--- config.mk ---
export PLATFORM = sky130hd
export DESIGN_NAME = telecontrol_slave_responder
export DESIGN_NICKNAME = d
export VERILOG_FILES = /design/src/telecontrol_pkg.sv /design/src/telecontrol_slave_responder.sv
export VERILOG_INCLUDE_DIRS = /design/src
export SDC_FILE = /design/constraint.sdc
export NUM_CORES = 2
export LEC_CHECK = 0
export BUFFER_PORTS_ARGS = -buffer_cell sky130_fd_sc_hd__buf_4
export CAP_MARGIN = 10
export CELL_PAD_IN_SITES_DETAIL_PLACEMENT = 1
export CELL_PAD_IN_SITES_GLOBAL_PLACEMENT = 1
export CORE_MARGIN = 1
export CORE_UTILIZATION = 44
export DETAILED_ROUTE_END_ITERATION = 8
export GPL_ROUTABILITY_DRIVEN = 0
export PLACE_DENSITY_LB_ADDON = 0.1
export REMOVE_ABC_BUFFERS = 1
export SLEW_MARGIN = 20
export SYNTH_ARGS = -nofsm -noshare
export SYNTH_HDL_FRONTEND = slang
export SYNTH_SLANG_ARGS = --single-unit
--- constraint.sdc ---
create_clock -name clk -period 8.4 [get_ports clk]
set_input_delay 1.68 -clock clk [delete_from_list [all_inputs] [get_ports clk]]
set_output_delay 1.68 -clock clk [all_outputs]
set_load 0.03 [all_outputs]
--- src/telecontrol_map.svh ---
`ifndef TELECONTROL_MAP_SVH
`define TELECONTROL_MAP_SVH
// Register byte offsets
`define REG_CTRL        6'h00
`define REG_ADDR        6'h04
`define REG_PERIOD      6'h08
`define REG_STATUS      6'h0c
`define REG_EVENT       6'h10
`define REG_RX_CMD      6'h14
`define REG_TX_REPLY    6'h18
`define REG_TIME_SET    6'h1c
`define REG_DELAY       6'h20
`define REG_RECORDS     6'h24
`define REG_SCALE       6'h28
// Control fields
`define CTRL_BLOCK_LO   0
`define CTRL_MEDIA_BIT  2
`define CTRL_TEST_BIT   3
`define CTRL_EXTSYNC    4
`define CTRL_RESET      32'h0000_0000
// Address and period
`define ADDR_RESET      8'hff
`define ADDR_MAX        8'hfe
`define PERIOD_MIN      6'h01
`define PERIOD_MAX      6'h3c
`define PERIOD_RESET    6'h1e
// Frame type codes
`define ASDU_NACK       8'h01
`define ASDU_IDENT      8'h05
`define ASDU_MEAS       8'h09
`define ASDU_GI_END     8'h08
`define ASDU_TIME       8'h06
`define ASDU_CMD_NACK   8'h14
// Transmission cause codes
`define COT_SPONT       8'h01
`define COT_CYCLIC      8'h02
`define COT_FRAME_COUNT_RESET_CMD   8'h03
`define COT_COMM_UNIT_RESET_CMD    8'h04
`define COT_POWER_UP    8'h05
`define COT_TEST        8'h07
`define COT_TIME_SYNC   8'h08
`define COT_GI_END      8'h0a
`define COT_NACK        8'h14
`define COT_CONFIRM     8'h00
// Event codes
`define EV_NONE         8'h00
`define EV_POWER_UP     8'h01
`define EV_TIME_SYNC    8'h02
`define EV_TIME_REFUSE  8'h03
`define EV_TEST_ON      8'h04
`define EV_TEST_OFF     8'h05
// Scale: 2.4 as 10/24 on rated value
`define SCALE_NUM       16'h0018
`define SCALE_DEN       16'h000a
`define MAX_RECORDS     4'h8
`define CLK_HZ          32'd50000000
`define ONE_SECOND      32'd1
`define BROADCAST_ADDR  8'hff
`endif

--- src/telecontrol_pkg.sv ---
package telecontrol_pkg;
  typedef enum logic [3:0] {
    CMD_NONE         = 4'h0,
    CMD_COMM_RESET   = 4'h1,
    CMD_FRAME_RESET  = 4'h2,
    CMD_TIME_SET     = 4'h3,
    CMD_GI           = 4'h4,
    CMD_REMOTE       = 4'h5,
    CMD_POLL_CLASS2  = 4'h6,
    CMD_READ_STATUS  = 4'h7,
    CMD_READ_RECORD  = 4'h8
  } cmd_e;
  typedef enum logic [1:0] {
    BLK_NONE    = 2'h0,
    BLK_MONITOR = 2'h1,
    BLK_COMMAND = 2'h2
  } block_e;
  typedef enum logic [2:0] {
    ST_IDLE  = 3'b001,
    ST_REPLY = 3'b010,
    ST_EVENT = 3'b100
  } state_e;
endpackage : telecontrol_pkg

--- src/telecontrol_slave_responder.sv ---
`timescale 1ns/1ns
`include "telecontrol_map.svh"
// Overview of operation
// - Link uninitialised until a reset command
// - Communication reset flushes transmit queue
// - Frame count reset keeps queued messages
// - Reset answered by ident with matching cause
// - Power-up event queued after initialisation
// - Confirm addressed time set, broadcast silent
// - Every time set raises class 1 event
// - Received time corrected by link delay
// - External sync refuses time set, logs event
// - Measurands published cyclically as type 9
// - Interval 1 to 60 s, immediate
// - Full scale equals 2.4 times rated
// - Unsupported command gets type 1 nack
// - Events on test mode entry and exit
// - Test mode tags events and measurements
// - At most 8 uncompressed disturbance records
// - Blocking select none, monitor, command, signals
// - Monitor blocking answers with GI termination
// - Command blocking answers command nack
// - Accept own link address 0..254 and broadcast address 255
// - Media change never applied: reset clears it before media_fibre loads
module telecontrol_slave_responder #(
  parameter int unsigned CLK_FREQ = 50000000
) (
  input  wire logic        clk,
  input  wire logic        rst_n,
  input  wire logic        wb_cyc_i,
  input  wire logic        wb_stb_i,
  input  wire logic        wb_we_i,
  input  wire logic [5:0]  wb_adr_i,
  input  wire logic [3:0]  wb_sel_i,
  input  wire logic [31:0] wb_dat_i,
  output logic      [31:0] wb_dat_o,
  output logic             wb_ack_o,
  input  wire logic        monitor_block_sig,
  input  wire logic        command_block_sig,
  input  wire logic        comm_param_changed,
  input  wire logic        ext_time_sync,
  input  wire logic [31:0] ext_time,
  input  wire logic [15:0] rated_value,
  input  wire logic [3:0]  records_stored,
  output logic             meas_tick,
  output logic             media_fibre,
  output logic             tx_flush
);

  typedef struct packed {
    logic                    ack;
    logic [31:0]             rdata;
    logic                    linked;
    logic [7:0]              addr;
    logic [5:0]              period;
    logic [1:0]              block_sel;
    logic                    media_pend;
    logic                    media_act;
    logic                    media_loaded;
    logic                    test;
    logic [31:0]             clock_time;
    logic [31:0]             delay;
    logic [31:0]             sec_cnt;
    logic [5:0]              sec_elapsed;
    logic                    tick;
    logic                    flush;
    logic [7:0]              rep_type;
    logic [7:0]              rep_cot;
    logic                    rep_valid;
    logic [7:0]              ev_code;
    logic [7:0]              ev_cot;
    logic                    ev_valid;
    logic                    pu_pending;
    logic [15:0]             meas;
  } state_s;

  state_s cur_ff;
  state_s nxt_cur;

  function automatic logic [7:0] tag_cot(input logic test, input logic [7:0] transmission_cause);
    tag_cot = test ? `COT_TEST : transmission_cause;
  endfunction : tag_cot

  function automatic logic [5:0] clamp_period(input logic [5:0] p);
    if (p < `PERIOD_MIN) begin
      clamp_period = `PERIOD_MIN;
    end else if (p > `PERIOD_MAX) begin
      clamp_period = `PERIOD_MAX;
    end else begin
      clamp_period = p;
    end
  endfunction : clamp_period

  logic        acc;
  logic        wr;
  logic        mon_blk;
  logic        cmd_blk;
  logic [7:0]  rx_addr;
  logic [3:0]  rx_cmd;
  logic        rx_bcast;
  logic        addressed;
  logic [31:0] scaled;

  assign acc      = wb_cyc_i & wb_stb_i & ~cur_ff.ack;
  assign wr       = acc & wb_we_i;
  assign rx_addr  = wb_dat_i[15:8];
  assign rx_cmd   = wb_dat_i[3:0];
  assign rx_bcast = rx_addr == `BROADCAST_ADDR;
  assign addressed = rx_bcast | (rx_addr == cur_ff.addr && cur_ff.addr <= `ADDR_MAX);
  // Either the setting or an internal signal blocks, per selected direction
  assign mon_blk  = (cur_ff.block_sel == telecontrol_pkg::BLK_MONITOR) | monitor_block_sig;
  assign cmd_blk  = (cur_ff.block_sel == telecontrol_pkg::BLK_COMMAND) | command_block_sig;
  // Full scale is 2.4 x rated: code = rated * 10 / 24 of 16-bit range
  assign scaled   = (32'(rated_value) * 32'(`SCALE_DEN) * 32'h0000_ffff)
                    / (32'(rated_value) * 32'(`SCALE_NUM) + 32'h1);

  always_comb begin
    nxt_cur       = cur_ff;
    nxt_cur.ack   = acc;
    nxt_cur.flush = 1'b0;
    nxt_cur.tick  = 1'b0;
    nxt_cur.rdata = 32'h0;
    nxt_cur.clock_time = cur_ff.clock_time;
    if (ext_time_sync) begin
      nxt_cur.clock_time = ext_time;
    end
    if (!cur_ff.media_loaded) begin
      nxt_cur.media_act    = cur_ff.media_pend;
      nxt_cur.media_loaded = 1'b1;
    end
    if (comm_param_changed) begin
      nxt_cur.linked = 1'b0;
    end
    // Measurement interval; a new period takes effect on the next second
    if (cur_ff.sec_cnt >= CLK_FREQ - 1) begin
      nxt_cur.sec_cnt = 32'h0;
      if (cur_ff.sec_elapsed + 6'h1 >= cur_ff.period) begin
        nxt_cur.sec_elapsed = 6'h0;
        nxt_cur.tick        = 1'b1;
        nxt_cur.meas        = scaled[15:0];
        if (cur_ff.linked && !mon_blk && !cur_ff.rep_valid) begin
          nxt_cur.rep_type  = `ASDU_MEAS;
          nxt_cur.rep_cot   = tag_cot(cur_ff.test, `COT_CYCLIC);
          nxt_cur.rep_valid = 1'b1;
        end
      end else begin
        nxt_cur.sec_elapsed = cur_ff.sec_elapsed + 6'h1;
      end
    end else begin
      nxt_cur.sec_cnt = cur_ff.sec_cnt + 32'h1;
    end
    if (cur_ff.pu_pending && !cur_ff.ev_valid) begin
      nxt_cur.ev_code    = `EV_POWER_UP;
      nxt_cur.ev_cot     = tag_cot(cur_ff.test, `COT_POWER_UP);
      nxt_cur.ev_valid   = 1'b1;
      nxt_cur.pu_pending = 1'b0;
    end
    if (acc && !wb_we_i) begin
      if (wb_adr_i == `REG_CTRL) begin
        nxt_cur.rdata = {27'h0, ext_time_sync, cur_ff.test, cur_ff.media_pend,
                         cur_ff.block_sel};
      end else if (wb_adr_i == `REG_ADDR) begin
        nxt_cur.rdata = {24'h0, cur_ff.addr};
      end else if (wb_adr_i == `REG_PERIOD) begin
        nxt_cur.rdata = {26'h0, cur_ff.period};
      end else if (wb_adr_i == `REG_STATUS) begin
        nxt_cur.rdata = {24'h0, cur_ff.media_act, mon_blk, cmd_blk, cur_ff.rep_valid,
                         cur_ff.ev_valid, cur_ff.test, ext_time_sync, cur_ff.linked};
      end else if (wb_adr_i == `REG_EVENT) begin
        nxt_cur.rdata    = {15'h0, cur_ff.ev_valid, cur_ff.ev_cot, cur_ff.ev_code};
        // Pop only a valid entry, so an event set in this cycle is kept
        if (cur_ff.ev_valid) begin
          nxt_cur.ev_valid = 1'b0;
        end
      end else if (wb_adr_i == `REG_TX_REPLY) begin
        nxt_cur.rdata     = {15'h0, cur_ff.rep_valid, cur_ff.rep_cot, cur_ff.rep_type};
        // A measurement queued in this cycle wins over the pop of an empty slot
        if (cur_ff.rep_valid) begin
          nxt_cur.rep_valid = 1'b0;
        end
      end else if (wb_adr_i == `REG_TIME_SET) begin
        nxt_cur.rdata = cur_ff.clock_time;
      end else if (wb_adr_i == `REG_DELAY) begin
        nxt_cur.rdata = cur_ff.delay;
      end else if (wb_adr_i == `REG_RECORDS) begin
        nxt_cur.rdata = {28'h0, (records_stored > `MAX_RECORDS) ? `MAX_RECORDS
                                                               : records_stored};
      end else if (wb_adr_i == `REG_SCALE) begin
        nxt_cur.rdata = {16'h0, cur_ff.meas};
      end
    end
    if (wr) begin
      if (wb_adr_i == `REG_CTRL) begin
        if (wb_sel_i[0]) begin
          nxt_cur.block_sel  = wb_dat_i[1:0] == 2'h3 ? 2'h0 : wb_dat_i[1:0];
          nxt_cur.media_pend = wb_dat_i[`CTRL_MEDIA_BIT];
          nxt_cur.test       = wb_dat_i[`CTRL_TEST_BIT];
          if (wb_dat_i[`CTRL_TEST_BIT] != cur_ff.test) begin
            nxt_cur.ev_code  = wb_dat_i[`CTRL_TEST_BIT] ? `EV_TEST_ON : `EV_TEST_OFF;
            nxt_cur.ev_cot   = `COT_SPONT;
            nxt_cur.ev_valid = 1'b1;
          end
        end
      end else if (wb_adr_i == `REG_ADDR) begin
        if (wb_sel_i[0] && wb_dat_i[7:0] <= `ADDR_MAX) begin
          nxt_cur.addr   = wb_dat_i[7:0];
          nxt_cur.linked = 1'b0;
        end
      end else if (wb_adr_i == `REG_PERIOD) begin
        if (wb_sel_i[0]) begin
          nxt_cur.period = clamp_period(wb_dat_i[5:0]);
        end
      end else if (wb_adr_i == `REG_DELAY) begin
        nxt_cur.delay = wb_dat_i;
      end else if (wb_adr_i == `REG_TIME_SET) begin
        nxt_cur.clock_time = wb_dat_i;
      end else if (wb_adr_i == `REG_RX_CMD && addressed) begin
        if (rx_cmd == telecontrol_pkg::CMD_COMM_RESET
            || rx_cmd == telecontrol_pkg::CMD_FRAME_RESET) begin
          nxt_cur.linked     = 1'b1;
          nxt_cur.pu_pending = 1'b1;
          nxt_cur.rep_type   = `ASDU_IDENT;
          nxt_cur.rep_cot    = rx_cmd == telecontrol_pkg::CMD_COMM_RESET ? `COT_COMM_UNIT_RESET_CMD
                                                                        : `COT_FRAME_COUNT_RESET_CMD;
          nxt_cur.rep_valid  = 1'b1;
          if (rx_cmd == telecontrol_pkg::CMD_COMM_RESET) begin
            nxt_cur.flush    = 1'b1;
            nxt_cur.ev_valid = 1'b0;
          end // frame count reset leaves the queue alone
        end else if (!cur_ff.linked) begin
          nxt_cur.rep_valid = cur_ff.rep_valid;
        end else if (rx_cmd == telecontrol_pkg::CMD_TIME_SET) begin
          if (ext_time_sync) begin
            nxt_cur.ev_code = `EV_TIME_REFUSE;
            nxt_cur.ev_cot  = tag_cot(cur_ff.test, `COT_SPONT);
          end else begin
            nxt_cur.clock_time = wb_dat_i[31:16] == 16'h0 ? cur_ff.clock_time + cur_ff.delay
                               : {wb_dat_i[31:16], 16'h0} + cur_ff.delay;
            nxt_cur.ev_code    = `EV_TIME_SYNC;
            nxt_cur.ev_cot     = tag_cot(cur_ff.test, `COT_TIME_SYNC);
          end
          nxt_cur.ev_valid = 1'b1;
          if (!rx_bcast) begin
            nxt_cur.rep_type  = `ASDU_TIME;
            nxt_cur.rep_cot   = `COT_CONFIRM;
            nxt_cur.rep_valid = 1'b1;
          end
        end else if ((rx_cmd == telecontrol_pkg::CMD_READ_STATUS
                      || rx_cmd == telecontrol_pkg::CMD_READ_RECORD
                      || rx_cmd == telecontrol_pkg::CMD_GI) && mon_blk) begin
          nxt_cur.rep_type  = `ASDU_GI_END;
          nxt_cur.rep_cot   = `COT_GI_END;
          nxt_cur.rep_valid = 1'b1;
        end else if (rx_cmd == telecontrol_pkg::CMD_REMOTE && cmd_blk) begin
          nxt_cur.rep_type  = `ASDU_CMD_NACK;
          nxt_cur.rep_cot   = `COT_NACK;
          nxt_cur.rep_valid = 1'b1;
        end else if (rx_cmd > telecontrol_pkg::CMD_READ_RECORD
                     || rx_cmd == telecontrol_pkg::CMD_NONE) begin
          nxt_cur.rep_type  = `ASDU_NACK;
          nxt_cur.rep_cot   = `COT_NACK;
          nxt_cur.rep_valid = 1'b1;
        end
      end
    end
  end

  always_ff @(posedge clk or negedge rst_n) begin
    if (!rst_n) begin
      cur_ff              <= '0;
      cur_ff.addr         <= `ADDR_RESET;
      cur_ff.period       <= `PERIOD_RESET;
    end else begin
      cur_ff <= nxt_cur;
    end
  end

  assign wb_ack_o    = cur_ff.ack;
  assign wb_dat_o    = cur_ff.rdata;
  assign meas_tick   = cur_ff.tick;
  assign media_fibre = cur_ff.media_act;
  assign tx_flush    = cur_ff.flush;

endmodule : telecontrol_slave_responder

==> results of run 1 <==
through the flow:
stage | utilization, % | setup TNS [ns] | std cells
after detailed placement | 64.1 | -919.26 | 13000
after global placement | 64.1 | -824.83 | 13000
after floorplan | - | -907.66 | 7889
Yosys cell counts, types with 207 or more instances:
cell      number  area share, %
a21oi_1      834            7.0
nor2_1       791            5.0
nand2_1      700            4.4
ha_1         564             12
inv_1        477            3.0
xnor2_1      420            6.2
o21ai_0      401            3.4
a21o_1       318            4.0
xor2_1       257            3.8
clkbuf_1     238            1.5
nand3_1      215            1.8
nor3_1       207            1.7
cell families after synthesis:
kind of cell | count (synthesis)
other | 2
AO/OA/AOI/OAI | 2684
flip-flops | 209
adder cells (fa/ha/maj) | 706
AND/OR/NAND/NOR | 2894
multiplexers | 224
XOR/XNOR | 686
buffers and inverters | 819
==> reports/qor.txt, run 1 <==
I/O pin count -> 139
Mux contribution to synthesized area -> 4.13%
Synth Flop Type -> dfrtp_1
Synth Area in XOR/XNOR -> 10.2%
Seq/Total Area, Yosys -> 8.83%
Log Error -> [ERROR DPL-0033] detailed placement checks failed during check placement.
Stage at which the flow ended -> clock tree synthesis
Port Buffers -> 135
Dpl cell area -> 85600 um^2
Clk root buf -> clkbuf_16
Synth unique cells -> 150
Die H -> 369 um
Starting Density -> 44.4%
Hold-fix buffers at CTS -> 0
Postcts setup bufs -> 374
H-tree depth -> 1
Std-Cell Rows -> 134
TritonCTS buffer count -> 25
Register bit count reported by yosys -> 209
Post-CTS sizing -> 1236
Syn Area/Cell -> 7.22 um^2
Pre-CTS setup slack -> -77.36 ns
Ys Warns -> 0
Cells after Synth -> 8224
Synth Area in Simple Gates -> 24.5%
Adder-Cell Fraction of Synth Area -> 16.6%
Die W -> 369 um
CTS max path bufs -> 3
Fraction of registers with async set/reset -> 100%
Number of flops mapped to enable cells by yosys -> 0
Clock Sinks -> 209
Status -> aborted with a tool error
Largest family of logic cells by synthesized area -> compound AO/OA/AOI/OAI gates
Cell Area, Synth -> 59400 um^2
Post-DP HPWL -> 299000 um
Post-synthesis compound-gate area fraction -> 30.2%
==> run 2, diff against run 1 <==
--- a/config.mk
+++ b/config.mk
@@ -8,13 +8,11 @@
 export LEC_CHECK = 0
 export BUFFER_PORTS_ARGS = -buffer_cell sky130_fd_sc_hd__buf_4
 export CAP_MARGIN = 10
-export CELL_PAD_IN_SITES_DETAIL_PLACEMENT = 1
-export CELL_PAD_IN_SITES_GLOBAL_PLACEMENT = 1
 export CORE_MARGIN = 1
-export CORE_UTILIZATION = 44
+export CORE_UTILIZATION = 29
 export DETAILED_ROUTE_END_ITERATION = 8
 export GPL_ROUTABILITY_DRIVEN = 0
-export PLACE_DENSITY_LB_ADDON = 0.1
+export PLACE_DENSITY_LB_ADDON = 0.15
 export REMOVE_ABC_BUFFERS = 1
 export SLEW_MARGIN = 20
 export SYNTH_ARGS = -nofsm -noshare
==> run 2 against run 1 <==
  * The flow now finishes, with violations (setup timing)
  * Synthesized area stayed put
  * Synthesized cell count stayed put
==> reports/qor.txt, run 2 <==
Register bit count reported by yosys -> 209 (unchanged)
Nets -> 12.8k
Crit path launch type -> input pin
CP most frequent cell -> buf_4
Clock latency at the later pin of the worst-skew pair -> 0.51 ns
Slowest cell on the critical path -> fa_1
Post-DP HPWL -> 231000 um (-23%)
Critical path type -> in -> reg
Die W -> 455 um (+23%)
DR WL/cell -> 20.0 um
H-tree depth -> 1 (unchanged)
CP Data Arrival Time -> 72.87 ns
Clock Sinks -> 209 (unchanged)
Worst Slack Setup Final -> -64.07 ns
Setup_tns -> -756.90 ns
Count leader, synth -> a21oi_1
Synth Area in XOR/XNOR -> 10.2% (unchanged)
Dpl cells -> 14.0k (+7.6%)
Syn Area/Cell -> 7.22 um^2 (unchanged)
Seq/Total Area, Yosys -> 8.83% (unchanged)
Cell Area, Synth -> 59400 um^2 (unchanged)
Routed wire length -> 293000 um
Commonest non-fill, non-tap cell in the layout -> buf_4
Synth Flop Type -> dfrtp_1
Synth Area in Simple Gates -> 24.5% (unchanged)
Mux contribution to synthesized area -> 4.13% (unchanged)
Synth top area cells -> ha_1 12%, dfrtp_1 8.3%, a21oi_1 7.0%
F_max -> 0.0138 GHz
Starting Density -> 29.3% (-15 points)
Residual DRC -> 0
Die H -> 455 um (+23%)
Clock-pin slew on the worst setup and hold paths -> 0.07 ns
Drt pass-1 iters -> 6
TritonCTS buffer count -> 20 (-20%)
Total gr overflow -> 0
Leading area contributor after synthesis -> ha_1
Most frequent cells after synthesis -> 834 x a21oi_1, 791 x nor2_1, 700 x nand2_1
Cells after Synth -> 8224 (unchanged)
Pre-CTS setup slack -> -70.93 ns (+6.43 ns)
Req. time, crit path -> 8.80 ns
Crit share post-route -> 863%
Core Util, Final -> 49.4%
Synthesis-to-finish area growth -> 68.6%
GRT Util Overall -> 27.0%
CP peak stage delay -> 0.56 ns
Ys Warns -> 0 (unchanged)
Synth top area share -> 11.9% (unchanged)
Largest reg by FF count -> cur_ff
Via density per instance -> 5.32
Pin count of the biggest net entering global routing -> 95
Vias -> 78.1k
Post-synthesis compound-gate area fraction -> 30.2% (unchanged)
RSZ-0062 raised after global routing -> true
ANT nets after route -> 0
Setup violators final -> 16
Crit path max fanout -> 8
Share of post-route cells with drive strength above 1 -> 45.3%
CTS tree -> done
Status -> finished, violations left
I/O pin count -> 139 (unchanged)
Largest family of logic cells by synthesized area -> compound AO/OA/AOI/OAI gates
Die area -> 207000 um^2
Number of flops mapped to enable cells by yosys -> 0 (unchanged)
Failing checks -> setup timing
Most frequent cells in the layout -> 3913 x buf_4, 693 x nor2_1, 642 x nand2_1
Vias in the first global route -> 78.4k
Max-cap viol count -> 0
Port Buffers -> 135 (unchanged)
Final period demand of the worst path -> 72.47 ns
Initial antenna violation count -> 8
Worst-margin pin slew -> 1.09 ns
Slew margin rel. -> 27.2%
Setup Skew -> 0.0126 ns
Initial DRC count -> 5512
Slew Viols, Final -> 0
Final hold viol count -> 0
Crit end category -> flip-flop
Std-Cell Rows -> 165 (+23%)
Cell Count, Final, Fillers Out -> 14.7k
Core area -> 203000 um^2
Number of flip-flops under the largest register name -> 173
Worst min-delay path class -> reg -> reg
First-pass GRT wire length -> 444000 um
Adder-Cell Fraction of Synth Area -> 16.6% (unchanged)
CTS max path bufs -> 3 (unchanged)
Fraction of registers with async set/reset -> 100% (unchanged)
Synth unique cells -> 150 (unchanged)
Clk root buf -> clkbuf_16
[run 2: cell counts after synthesis]
Identical to the previous run, type by type.
[run 2: what timing repair did]
item | in CTS | in global routing
setup endpoints to repair | 16 | 16
gates cloned | 16 | 1
setup buffers | 453 | 183
gates resized for setup | 1028 | 488
endpoints found under the hold margin | 0 | 0
hold buffers | 0 | 0
pin swaps | 505 | 505
[run 2: path summary, 6_finish.rpt]
kind                                             start                      to  slack, ns  depth (start not counted)
worst max-delay path                    rated_value[1]   cur_ff[0]$_DFFE_PN0P_     -64.07                        423
worst min-delay path              cur_ff[30]$_DFF_PN0_    cur_ff[30]$_DFF_PN0_       0.48                          1
worst max register to register  cur_ff[92]$_DFFE_PN0P_   cur_ff[154]$_DFF_PN0_       1.30                         39
worst min register to register    cur_ff[30]$_DFF_PN0_    cur_ff[30]$_DFF_PN0_       0.48                          1
max in group asynchronous                        rst_n  wb_dat_o[18]$_DFF_PN0_       5.87                          2
min in group asynchronous                        rst_n   wb_dat_o[1]$_DFF_PN0_       1.19                          1
[run 2: per-layer routing]
metal	wire (um)	GRT usage, %
met2	143000	48.4
met1	123000	33.2
met5	13	0
met3	13400	1.80
met4	14400	11.2
[run 2: logic make-up after synthesis]
family / after synthesis
DFF: 209
and+or+nand+nor: 2894
adders and majority gates: 706
xor gates and xnor gates: 686
muxes: 224
other: 2
AOI/OAI and AO/OA: 2684
buffers and inverters: 819
[run 2: area by class of cell]
type,count,area (um^2)
Clock inverter,5,103
Timing Repair Buffer,4067,31500
Antenna cell,3,7.51
Inverter,479,1800
Tap cell,2672,3340
Multi-Input combinational cell,7203,57400
Sequential cell,209,5250
Fill cell,19800,103000
Clock buffer,31,653
[run 2: worst max-delay path: cells and delay by family]
| family | cells | cell delay (ns) |
|---|---|---|
| fa+ha+maj | 31 | 9.53 |
| mux | 10 | 2.77 |
| buf+inv | 127 | 15.95 |
| simple gates | 105 | 16.49 |
| compound gates | 139 | 24.49 |
| xor+xnor | 11 | 1.78 |
[run 2: metrics by stage]
step	area (um^2)	hold WS, ns
2_1_floorplan	57900	0.446
3_3_place_gp	87400	0.463
3_5_place_dp	87400	0.466
4_1_cts	96600	0.479
5_1_grt	100000	0.494
6_report	100000	0.481
Power of run 2 is not shown: default switching activity piles up to over one toggle a cycle in this logic, so the estimate is an artifact.
